==> config.mk <==
export PLATFORM = sky130hd
export DESIGN_NAME = stlc_config_bank
export DESIGN_NICKNAME = d
export VERILOG_FILES = /design/src/logic/stlc_pkg.sv /design/src/logic/stlc_gap_watchdog.sv /design/src/logic/stlc_config_bank.sv
export SDC_FILE = /design/constraint.sdc
export NUM_CORES = 1
export LEC_CHECK = 0
export ABC_CLOCK_PERIOD_IN_PS = 4700
export BUFFER_PORTS_ARGS = -buffer_cell sky130_fd_sc_hd__buf_2
export CAP_MARGIN = 10
export CORE_ASPECT_RATIO = 1.1
export CORE_MARGIN = 2
export CORE_UTILIZATION = 51
export DETAILED_ROUTE_END_ITERATION = 10
export PLACE_DENSITY = 0.77
export SLEW_MARGIN = 20
export SYNTH_ARGS = -nofsm -noshare
export SYNTH_HDL_FRONTEND = slang
export SYNTH_SLANG_ARGS = --single-unit
export TNS_END_PERCENT = 30
==> constraint.sdc <==
create_clock -name i_ref_clk -period 4.7 [get_ports i_ref_clk]
set_input_delay 1.41 -clock i_ref_clk [delete_from_list [all_inputs] [get_ports i_ref_clk]]
set_output_delay 1.41 -clock i_ref_clk [all_outputs]
set_load 0.1 [all_outputs]
==> src/logic/stlc_pkg.sv <==
package stlc_pkg;
    localparam int ADDR_W = 10;
    localparam int DATA_W = 16;
    localparam int PC_W = 10;
    localparam int NUM_CORES = 6;
    localparam int WD_W = 5;
    localparam int RAM_LOCKS = 3;
    localparam int RAM_TAIL_WORDS = 16;

    localparam logic [ADDR_W-1:0] OFS_SERIAL_PORT_SETUP = 10'h1a9;
    localparam logic [ADDR_W-1:0] OFS_TRACE_SYNC_POINT = 10'h1aa;
    localparam logic [ADDR_W-1:0] OFS_TRACE_END_POINT = 10'h1ab;
    localparam logic [ADDR_W-1:0] OFS_TRACE_CONTROL = 10'h1ac;
    localparam logic [ADDR_W-1:0] OFS_WRITE_PROTECT_CONTROL = 10'h1ad;
    localparam logic [ADDR_W-1:0] OFS_UNLOCK_KEY = 10'h1af;

    localparam int SP_SLEW_BIT = 7;
    localparam int SP_MODE_BIT = 6;
    localparam int SP_IRQ_BIT = 5;
    localparam int SP_WD_LSB = 0;
    localparam int TC_EN_BIT = 15;
    localparam int TC_SEL_LSB = 8;
    localparam int TC_LEN_LSB = 0;
    localparam int WP_DEV_BIT = 0;
    localparam int WP_RAM_LSB = 1;

    localparam logic [DATA_W-1:0] RST_SERIAL_PORT_SETUP = 16'h000a;
    localparam logic [DATA_W-1:0] RST_TRACE_SYNC_POINT = 16'h0000;
    localparam logic [DATA_W-1:0] RST_TRACE_END_POINT = 16'h0000;
    localparam logic [DATA_W-1:0] RST_TRACE_CONTROL = 16'h0000;
    localparam logic [DATA_W-1:0] RST_WRITE_PROTECT_CONTROL = 16'h0000;
    localparam logic [DATA_W-1:0] UNLOCK_KEY = 16'h1337;

    localparam logic [7:0] POST_FOREVER = 8'hff;
    localparam int GAP_UNIT_CYCLES = 32768;
    localparam int SYNC_W = 8;

    typedef enum logic [1:0] {
        TR_IDLE,
        TR_SYNC,
        TR_TRACE,
        TR_POST
    } stlc_phase_t;
endpackage

==> src/logic/stlc_gap_watchdog.sv <==
`timescale 1ns/100ps
module stlc_gap_watchdog #(
    parameter int GAP_UNIT = stlc_pkg::GAP_UNIT_CYCLES,
    parameter int CNT_W = 21
) (
    // Clock and reset
    input wire logic i_ref_clk,
    input wire logic i_rst,
    // Control
    input wire logic i_armed,
    input wire logic i_cs_idle,
    input wire logic [stlc_pkg::WD_W-1:0] i_setting,
    // Event
    output logic o_timeout
);
    import stlc_pkg::*;

    typedef struct packed {
        logic [CNT_W-1:0] cnt;
        logic fired;
        logic pulse;
    } stlc_wd_state_t;

    stlc_wd_state_t st;
    stlc_wd_state_t next_st;
    logic [CNT_W-1:0] limit;

    // Limit is (setting + 1) units of clock cycles
    assign limit = CNT_W'((32'(i_setting) + 32'd1) * 32'(GAP_UNIT));

    always_comb begin
        next_st = st;
        next_st.pulse = 1'b0;
        if (!i_armed || !i_cs_idle) begin
            next_st.cnt = '0;
            next_st.fired = 1'b0;
        end else if (!st.fired) begin
            if (st.cnt + CNT_W'(1) >= limit) begin
                next_st.pulse = 1'b1;
                next_st.fired = 1'b1;
            end else begin
                next_st.cnt = st.cnt + CNT_W'(1);
            end
        end
    end

    always_ff @(posedge i_ref_clk or posedge i_rst) begin
        if (i_rst) begin
            st <= '0;
        end else begin
            st <= next_st;
        end
    end

    assign o_timeout = st.pulse;
endmodule

==> src/logic/stlc_config_bank.sv <==
`timescale 1ns/100ps
module stlc_config_bank #(
    parameter int GAP_UNIT = stlc_pkg::GAP_UNIT_CYCLES,
    parameter logic [stlc_pkg::SYNC_W-1:0] SYNC_CODE = 8'ha5
) (
    // Clock and reset
    input wire logic i_ref_clk,
    input wire logic i_rst,
    // Register access from the serial frame logic
    input wire logic i_wr_en,
    input wire logic i_rd_en,
    input wire logic [stlc_pkg::ADDR_W-1:0] i_addr,
    input wire logic [stlc_pkg::DATA_W-1:0] i_wdata,
    output logic [stlc_pkg::DATA_W-1:0] o_rdata,
    output logic o_rd_valid,
    // Serial port status
    input wire logic i_bad_frame,
    input wire logic i_burst_active,
    input wire logic i_cs_n_pin,
    output logic o_miso_fast_slew,
    output logic o_burst_mode_b,
    output logic o_gap_timeout,
    output logic o_irq_req,
    // Core program counters, ordered by select code
    input wire logic [stlc_pkg::NUM_CORES-1:0][stlc_pkg::PC_W-1:0] i_core_program_counter,
    // Trace output
    output logic o_dbg,
    output logic o_trace_valid,
    output logic [stlc_pkg::PC_W-1:0] o_trace_pc,
    // Lock state
    output logic o_dev_lock,
    output logic [stlc_pkg::RAM_LOCKS-1:0] o_ram_tail_lock
);
    import stlc_pkg::*;

    typedef struct packed {
        logic [7:0] ser;
        logic [PC_W-1:0] sync_pt;
        logic [PC_W-1:0] end_pt;
        logic en;
        logic [2:0] sel;
        logic [7:0] post_len;
        logic dev_lock;
        logic [RAM_LOCKS-1:0] ram_lock;
        stlc_phase_t phase;
        logic [7:0] post_cnt;
        logic [SYNC_W-1:0] sync_sh;
        logic [3:0] sync_left;
        logic dbg;
        logic tr_valid;
        logic [PC_W-1:0] tr_pc;
        logic [DATA_W-1:0] rdata;
        logic rvalid;
        logic irq;
        logic [1:0] cs_sync;
    } stlc_state_t;

    stlc_state_t st;
    stlc_state_t next_st;
    logic gap_timeout;
    logic wd_armed;
    logic pc_ok;
    logic [PC_W-1:0] pc_sel;

    // Valid select codes are 000 to 101
    function automatic logic sel_valid(input logic [2:0] s);
        return s <= 3'h5;
    endfunction

    function automatic logic [DATA_W-1:0] read_mux(input stlc_state_t s,
                                                   input logic [ADDR_W-1:0] a);
        logic [DATA_W-1:0] r;
        r = '0;
        case (a)
            OFS_SERIAL_PORT_SETUP: r[7:0] = s.ser;
            OFS_TRACE_SYNC_POINT: r[PC_W-1:0] = s.sync_pt;
            OFS_TRACE_END_POINT: r[PC_W-1:0] = s.end_pt;
            OFS_TRACE_CONTROL: begin
                r[TC_EN_BIT] = s.en;
                r[TC_SEL_LSB +: 3] = s.sel;
                r[TC_LEN_LSB +: 8] = s.post_len;
            end
            OFS_WRITE_PROTECT_CONTROL: begin
                r[WP_DEV_BIT] = s.dev_lock;
                r[WP_RAM_LSB +: RAM_LOCKS] = s.ram_lock;
            end
            default: r = '0;
        endcase
        return r;
    endfunction

    // Selected core counter, core/channel by code
    assign pc_ok = sel_valid(st.sel);
    assign pc_sel = pc_ok ? i_core_program_counter[st.sel] : '0;

    // Gap watchdog runs only in burst type A
    assign wd_armed = i_burst_active && !st.ser[SP_MODE_BIT];

    stlc_gap_watchdog #(
        .GAP_UNIT(GAP_UNIT),
        .CNT_W(21)
    ) u_gap_watchdog (
        .i_ref_clk(i_ref_clk),
        .i_rst(i_rst),
        .i_armed(wd_armed),
        .i_cs_idle(st.cs_sync[1]),
        .i_setting(st.ser[SP_WD_LSB +: WD_W]),
        .o_timeout(gap_timeout)
    );

    always_comb begin
        next_st = st;
        next_st.rvalid = 1'b0;
        next_st.irq = 1'b0;
        next_st.tr_valid = 1'b0;
        next_st.cs_sync = {st.cs_sync[0], i_cs_n_pin};

        // Bad frame or gap overrun requests an interrupt
        if ((i_bad_frame || gap_timeout) && st.ser[SP_IRQ_BIT]) begin
            next_st.irq = 1'b1;
        end

        // Trace engine
        case (st.phase)
            TR_IDLE: begin
                next_st.dbg = 1'b0;
                if (st.en && pc_ok && pc_sel == st.sync_pt) begin
                    next_st.phase = TR_SYNC;
                    next_st.sync_sh = SYNC_CODE;
                    next_st.sync_left = 4'(SYNC_W);
                end
            end
            TR_SYNC: begin
                next_st.dbg = st.sync_sh[SYNC_W-1];
                next_st.sync_sh = {st.sync_sh[SYNC_W-2:0], 1'b0};
                next_st.sync_left = st.sync_left - 4'h1;
                if (st.sync_left == 4'h1) begin
                    next_st.phase = TR_TRACE;
                end
            end
            TR_TRACE: begin
                next_st.dbg = 1'b0;
                next_st.tr_valid = 1'b1;
                next_st.tr_pc = pc_sel;
                if (pc_sel == st.end_pt) begin
                    next_st.phase = TR_POST;
                    next_st.post_cnt = st.post_len;
                end
            end
            TR_POST: begin
                next_st.dbg = 1'b0;
                next_st.tr_valid = 1'b1;
                next_st.tr_pc = pc_sel;
                if (st.post_len != POST_FOREVER) begin
                    if (st.post_cnt == 8'h00) begin
                        next_st.tr_valid = 1'b0;
                        next_st.phase = TR_IDLE;
                        next_st.en = 1'b0;
                    end else begin
                        next_st.post_cnt = st.post_cnt - 8'h01;
                    end
                end
            end
            default: begin
                next_st.phase = TR_IDLE;
            end
        endcase

        // Register writes
        if (i_wr_en) begin
            case (i_addr)
                OFS_SERIAL_PORT_SETUP: begin
                    if (!st.dev_lock) begin
                        next_st.ser = i_wdata[7:0];
                    end
                end
                OFS_TRACE_SYNC_POINT: begin
                    next_st.sync_pt = i_wdata[PC_W-1:0];
                end
                OFS_TRACE_END_POINT: begin
                    next_st.end_pt = i_wdata[PC_W-1:0];
                end
                OFS_TRACE_CONTROL: begin
                    next_st.en = i_wdata[TC_EN_BIT];
                    next_st.sel = i_wdata[TC_SEL_LSB +: 3];
                    next_st.post_len = i_wdata[TC_LEN_LSB +: 8];
                    if (!i_wdata[TC_EN_BIT]) begin
                        next_st.phase = TR_IDLE;
                        next_st.dbg = 1'b0;
                        next_st.tr_valid = 1'b0;
                    end else if (!st.en) begin
                        next_st.phase = TR_IDLE;
                    end
                end
                OFS_WRITE_PROTECT_CONTROL: begin
                    next_st.dev_lock = st.dev_lock | i_wdata[WP_DEV_BIT];
                    for (int i = 0; i < RAM_LOCKS; i++) begin
                        if (!st.ram_lock[i]) begin
                            next_st.ram_lock[i] = i_wdata[WP_RAM_LSB + i];
                        end
                    end
                end
                OFS_UNLOCK_KEY: begin
                    if (i_wdata == UNLOCK_KEY) begin
                        next_st.dev_lock = 1'b0;
                        next_st.ram_lock = '0;
                    end
                end
                default: begin
                    next_st.ser = st.ser;
                end
            endcase
        end

        // Register reads
        if (i_rd_en) begin
            next_st.rdata = read_mux(st, i_addr);
            next_st.rvalid = 1'b1;
        end
    end

    always_ff @(posedge i_ref_clk or posedge i_rst) begin
        if (i_rst) begin
            st <= '0;
            st.ser <= RST_SERIAL_PORT_SETUP[7:0];
            st.sync_pt <= RST_TRACE_SYNC_POINT[PC_W-1:0];
            st.end_pt <= RST_TRACE_END_POINT[PC_W-1:0];
            st.en <= RST_TRACE_CONTROL[TC_EN_BIT];
            st.sel <= RST_TRACE_CONTROL[TC_SEL_LSB +: 3];
            st.post_len <= RST_TRACE_CONTROL[TC_LEN_LSB +: 8];
            st.dev_lock <= RST_WRITE_PROTECT_CONTROL[WP_DEV_BIT];
            st.ram_lock <= RST_WRITE_PROTECT_CONTROL[WP_RAM_LSB +: RAM_LOCKS];
            st.phase <= TR_IDLE;
            st.cs_sync <= 2'b11;
        end else begin
            st <= next_st;
        end
    end

    // Outputs
    assign o_rdata = st.rdata;
    assign o_rd_valid = st.rvalid;
    assign o_miso_fast_slew = st.ser[SP_SLEW_BIT];
    assign o_burst_mode_b = st.ser[SP_MODE_BIT];
    assign o_gap_timeout = gap_timeout;
    assign o_irq_req = st.irq;
    assign o_dbg = st.dbg;
    assign o_trace_valid = st.tr_valid;
    assign o_trace_pc = st.tr_pc;
    assign o_dev_lock = st.dev_lock;
    assign o_ram_tail_lock = st.ram_lock;
endmodule

## Word level (Yosys, flattened, before mapping)

Index checks and enable logic that the tools add are counted.

| storage, ports and cells | value |
|---|---|
| bits of input ports | 93 |
| output and inout port bits | 37 |
| register bits | 117 |

| cells by class | value |
|---|---|
| add/subtract/negate cells | 4 |
| reductions and logical operators | 23 |
| order comparisons | 3 |
| bitwise operators | 2 |
| eq/ne operators | 21 |
| multiplexer cells | 45 |

Operator list:

| cell | number |
|---|---|
| == test 10 x 9 -> 1 bit (second input constant) | 6 |
| two-way mux 10 bit | 4 |
| binary-select mux 10 bit (select 3 bit) | 1 |
| two-way mux 12 bit | 2 |
| case mux 12 bit (2 select lines) | 1 |
| two-way mux 23 bit | 1 |
| two-way mux 22 bit | 1 |
| case mux 11 bit (2 select lines) | 1 |
| adder 21 x 1 -> 21 bit (second input constant) | 1 |
| greater-or-equal comparator 21 bit | 1 |
| two-way mux 21 bit | 1 |
| == test 10 bit | 2 |
| two-way mux 2 bit | 10 |
| case mux 4 bit (5 select lines) | 1 |
| two-way mux 18 bit | 1 |
| == test 16 x 13 -> 1 bit (second input constant) | 1 |
| case mux 4 bit (4 select lines) | 1 |
| case mux 8 bit (2 select lines) | 1 |
| two-way mux 1 bit | 13 |
| inequality test 2 bit (second input constant) | 6 |
| AND reduction 2 bit | 5 |
| logical NOT 8 bit | 1 |
| two-way mux 8 bit | 1 |
| inequality test 8 bit (second input constant) | 1 |
| 24 further kinds | 34 |

## Depth between registers and ports, before layout

| depth | value |
|---|---|
| depth after elaboration | 11 |
| mapped depth | 17 |

## Cells and area by module

Synthesis repeated with hierarchy kept, for this count alone.

| unflattened totals | value |
|---|---|
| cells, all modules | 706 |
| area, all modules | 7030.5 µm² |

Modules (own cells, without submodules):

| module | cells each | area an instance (µm²) | times used |
|---|---|---|---|
| stlc_config_bank | 521 | 5392.7 | 1 |
| stlc_gap_watchdog | 185 | 1637.8 | 1 |

## Worst setup path after synthesis

Ideal clock, no wire load.

| timing path | value |
|---|---|
| kind | reg2reg |
| start point | reg u_gap_watchdog.st[5] (netlist name) |
| end point | reg u_gap_watchdog.st[10] (netlist name) |
| arrival time | 3.740 ns |
| data required time | 4.622 ns |
| setup time | 0.078 ns |
| slack | 0.882 ns |
| clock period less this slack | 3.818 ns |
| stages on the path, launching flop included | 17 |
| path through | dfrtp_1 -> clkbuf_1 -> nand4_1 -> or3_1 -> nor2_1 -> and3_1 -> nand3_1 -> xnor2_1 -> ha_1 -> a21o_1 -> a21oi_1 -> o221ai_1 -> or2_0 -> a21oi_1 -> clkbuf_1 -> nand4_1 -> a21oi_1 |

| between the ends | value |
|---|---|
| word-level cells in the longest chain between the ends | 4 |

Ends and longest elaborated chain:

| item | line | RTL |
|---|---|---|
| from (decl) | stlc_gap_watchdog.sv:24 | `stlc_wd_state_t st;` |
| from (signal assigned) | stlc_gap_watchdog.sv:51 | `st <= next_st;` |
| adder 21 x 1 -> 21 bit (*) | stlc_gap_watchdog.sv:38, stlc_gap_watchdog.sv:42 |  |
| greater-or-equal comparator 21 bit / two-way mux 21 bit (equally long branches) | stlc_gap_watchdog.sv:38 | `if (st.cnt + CNT_W'(1) >= limit) begin` |
| inequality test 2 x 1 -> 1 bit (no line) / two-way mux 23 bit (equally long branches) | -- |  |
| AND reduction 2 bit (no line) / two-way mux 22 bit (equally long branches) | -- |  |

Mark *: on every way between the ends. The rest lies on a longest branch, timed or not. The select of a mux whose other input is x is not followed.
A chain may end at the register's enable or synchronous reset.

## Worst setup path after layout

| timing path | value |
|---|---|
| start point | reg u_gap_watchdog.st[2] (netlist name) |
| end point | reg u_gap_watchdog.st[13] (netlist name) |

Same word-level chain as after synthesis.

==> run_results.csv <==
group,metric,value,unit
hold_path,hold_start,"next_st[1]$_DFF_PP1_",
worst_setup_path,path_class,"flip-flop to flip-flop",
detailed_routing,vias_per_cell,6.01,
worst_setup_path,endpoint_kind,"flip-flop",
yosys,synthArstFlopShare,1.00,
global_route,first_global_vias,5933,
placed_design,dpl_worst_slack,0.553,ns
power_and_ir_drop,comb_power_share,0.277,
layout,drive_above_1_share,0.311,
die,core,0.0133,sq mm
placed_design,io_buffers,125,
sta,drv_slew,0,
detailed_routing,route.vias.total,5940,
placed_design,globalplace.congestion,0.929,
power_and_ir_drop,pwr_density_cell,446,mW/mm^2
die,initial_core_util,0.527,
detailed_routing,drc,0,
yosys,synth_edf_count,0,
detailed_routing,avgRoutedWirePerCell,18.1,microns
global_route,overflow,0,
global_route,grt_usage,0.251,
power_and_ir_drop,seq_power_share,0.358,
global_route,top_usage_layer,"met2",
yosys,ys_types,82,
clock_tree,clk_latency,0.41,ns
layout,finalInstanceArea,0.00815,sq mm
worst_setup_path,critPathLaunchType,"flip-flop",
clock_tree,cts_tree,"built",
die,die_h,127,microns
sta,worst_slack,0.466,ns
layout,area_growth,16.0,%
yosys,seq_area_frac_synth,0.418,
die,dieArea,0.0147,sq mm
sta,worst_pin_slew,1.06,ns
die,rows,44,
power_and_ir_drop,ir_worst_vdd,0.229,mV
status,outcome,"finished, final reports clean",
clock_tree,cts_max_level,4,
layout,finish.net_count,898,
sta,relSlewSlack,0.291,
power_and_ir_drop,power,3.64,mW
clock_tree,clockRootBuffer,"clkbuf_16",
layout,num_antenna_cells,0,
global_route,grt_pass1_wl,29200,microns
sta,setup_tns,0,ns
clock_tree,post_cts_resized,0,
sta,finClkSkew,0.0113,ns
yosys,ys.flop_type,"dfrtp_1",
detailed_routing,drtIter0Drc,458,
clock_tree,clock-sinks,117,
power_and_ir_drop,p_int,2.33,mW
die,ios,130,
sta,period_needed,4.23,ns
sta,max_freq,236,MHz
sta,rsz0062_at_grt,"no",
worst_setup_path,critPathLaunch,"u_gap_watchdog.st[2]$_DFFE_PP0P_",
worst_setup_path,r2r-start,"u_gap_watchdog.st[2]$_DFFE_PP0P_",
sta,hold_viol,0,
layout,fill_cells,1109,
detailed_routing,antenna_left,0,
yosys,synth_area,0.00702,sq mm
worst_setup_path,crit_required,4.98,ns
clock_tree,cts_setup_buffers,0,
yosys,ys_ff_latch,117,
clock_tree,clk_path_buf_depth,2,
power_and_ir_drop,p_switching,1.31,mW
global_route,grt_util_met1,0.309,
global_route,grt_use_met3,0.0536,
worst_setup_path,cp.arrival,4.51,ns
layout,layout_common_cells,"125 x buf_2, 113 x dfrtp_1, 62 x nand2_1, 57 x mux2_2, 50 x nor2_1",
sta,period_share,0.901,
yosys,syn_inst,702,
detailed_routing,drtPass1Iterations,5,
hold_path,hold_class,"flip-flop to flip-flop",
clock_tree,cts_buffers,17,
placed_design,dpl.hpwl,13100,microns
clock_tree,cts_hold_buf,0,
global_route,grtUsageMet2,0.427,
clock_tree,path_clk_slew,0.06,ns
power_and_ir_drop,switching_share,0.361,
yosys,avgSynthCellArea,10.0,sq um
global_route,grt_max_degree,74,
die,die_w,116,microns
layout,layout_commonest_cell,"buf_2",
detailed_routing,routed_wl,17800,microns
power_and_ir_drop,clkPwrFrac,0.364,
global_route,antenna_found_initial,0,
yosys,ys_warn_count,0,
power_and_ir_drop,cellLeakagePower,3.70,nW
job,cap_viol_max_count,0,
worst_setup_path,cp_max_fo,8,
sta,setup_viol,0,
placed_design,placed_area,0.00754,sq mm
[stage by stage]
step	utilization	instances	hold WS (ns)
after floorplan	-	705	0.345
after detailed placement	0.566	957	0.352
after CTS	0.612	988	0.363
after global placement	0.566	957	0.350
final	0.612	988	0.362
after global routing	0.612	988	0.368
[worst max-delay path: stages (launching register included)]
cell and delay, ns:
dfrtp_1 0.46, ha_1 0.35, nand2_1 0.16, or3_1 0.44, nor2_1 0.17, and3_1 0.26
nand3_1 0.15, xnor2_1 0.17, ha_1 0.32, a21o_1 0.19, a21oi_1 0.14, o221ai_1 0.22
or2_0 0.36, a2111oi_0 0.48, xnor2_1 0.18, nor2_1 0.05
[layer usage]
metal  share of wire  vias up
met3           0.068       36
met4           0.026        0
met2            0.50      235
met5               0        -
li1                -     2736
met1            0.40     2933
[state kept, by name, indices dropped and copies added (netlist names), 3 cells and up]
name               cells
u_gap_watchdog.st     22
o_rdata               12
st                    61
o_trace_pc            10
o_ram_tail_lock        3
[kinds of logic after synthesis]
family	share of synthesized area
adder cells (fa/ha/maj)	0.0232
other	0.000534
AO/OA/AOI/OAI	0.150
buffers and inverters	0.0723
flip-flops	0.418
multiplexers	0.130
XOR/XNOR	0.0387
AND/OR/NAND/NOR	0.169
[final timing paths]
path | end | slack (ns) | depth (start not counted)
worst max-delay path | u_gap_watchdog.st[13]$_DFFE_PP0P_ | 0.47 | 15
worst min-delay path | st[1]$_DFF_PP1_ | 0.36 | 0
worst max register to register | u_gap_watchdog.st[13]$_DFFE_PP0P_ | 0.47 | 15
worst min register to register | st[1]$_DFF_PP1_ | 0.36 | 0
max in group asynchronous | o_irq_req$_DFF_PP0_ | 2.71 | 3
min in group asynchronous | o_rdata[2]$_DFFE_PP0P_ | 1.17 | 2
[Yosys cell counts, types with 3 or more instances]
cell type / instances / area (sq um)
nor2_1: 50 / 188
mux2_2: 57 / 642
or3_1: 10 / 62.6
dfrtp_1: 113 / 2830
nand3_1: 32 / 160
nand4_1: 8 / 50.1
o31ai_1: 3 / 22.5
xnor2_1: 24 / 210
clkbuf_1: 23 / 86.3
nand2_1: 62 / 233
o21a_1: 3 / 22.5
buf_6: 3 / 33.8
mux2_1: 5 / 56.3
xor2_1: 7 / 61.3
mux2_4: 5 / 75.1
inv_1: 23 / 86.3
nor4_1: 3 / 18.8
o221ai_2: 5 / 75.1
o211ai_1: 5 / 37.5
a41oi_1: 4 / 35.0
buf_1: 3 / 11.3
nor3_1: 15 / 75.1
a21o_1: 3 / 22.5
ha_1: 13 / 163
nor2b_1: 5 / 31.3
a31oi_1: 4 / 25.0
a22oi_1: 4 / 30.0
o22ai_1: 6 / 37.5
nand2b_1: 4 / 25.0
a211oi_1: 3 / 22.5
and2_1: 5 / 31.3
o21ai_0: 17 / 85.1
o221ai_1: 3 / 26.3
a21oi_1: 40 / 200
mux2i_1: 7 / 70.1
or4_1: 5 / 37.5
a31o_2: 3 / 26.3
a222oi_1: 16 / 160
buf_4: 32 / 240
mux4_2: 3 / 67.6
dfstp_2: 4 / 105
and3_1: 9 / 56.3
[cell type report]
type,count,area [sq um],share of cell area
tap,184,230,0.0282
sequential,117,2930,0.360
multi-input combinational,499,3590,0.441
clock inverter,8,123,0.0150
clock buffer,23,488,0.0599
inverter,23,88.8,0.0109
timing repair buffer,134,693,0.0850
[power by group through the flow]
stage / clock (mW) / sequential [mW] / combinational (mW)
after floorplan: 0 / 1.30 / 0.856
after global placement: 0 / 1.30 / 0.970
after detailed placement: 0 / 1.31 / 1.01
after CTS: 1.34 / 1.30 / 1.01
after global routing: 1.39 / 1.33 / 1.10
final: 1.32 / 1.30 / 1.01
No activity file was read; power rests on OpenSTA's default activity.
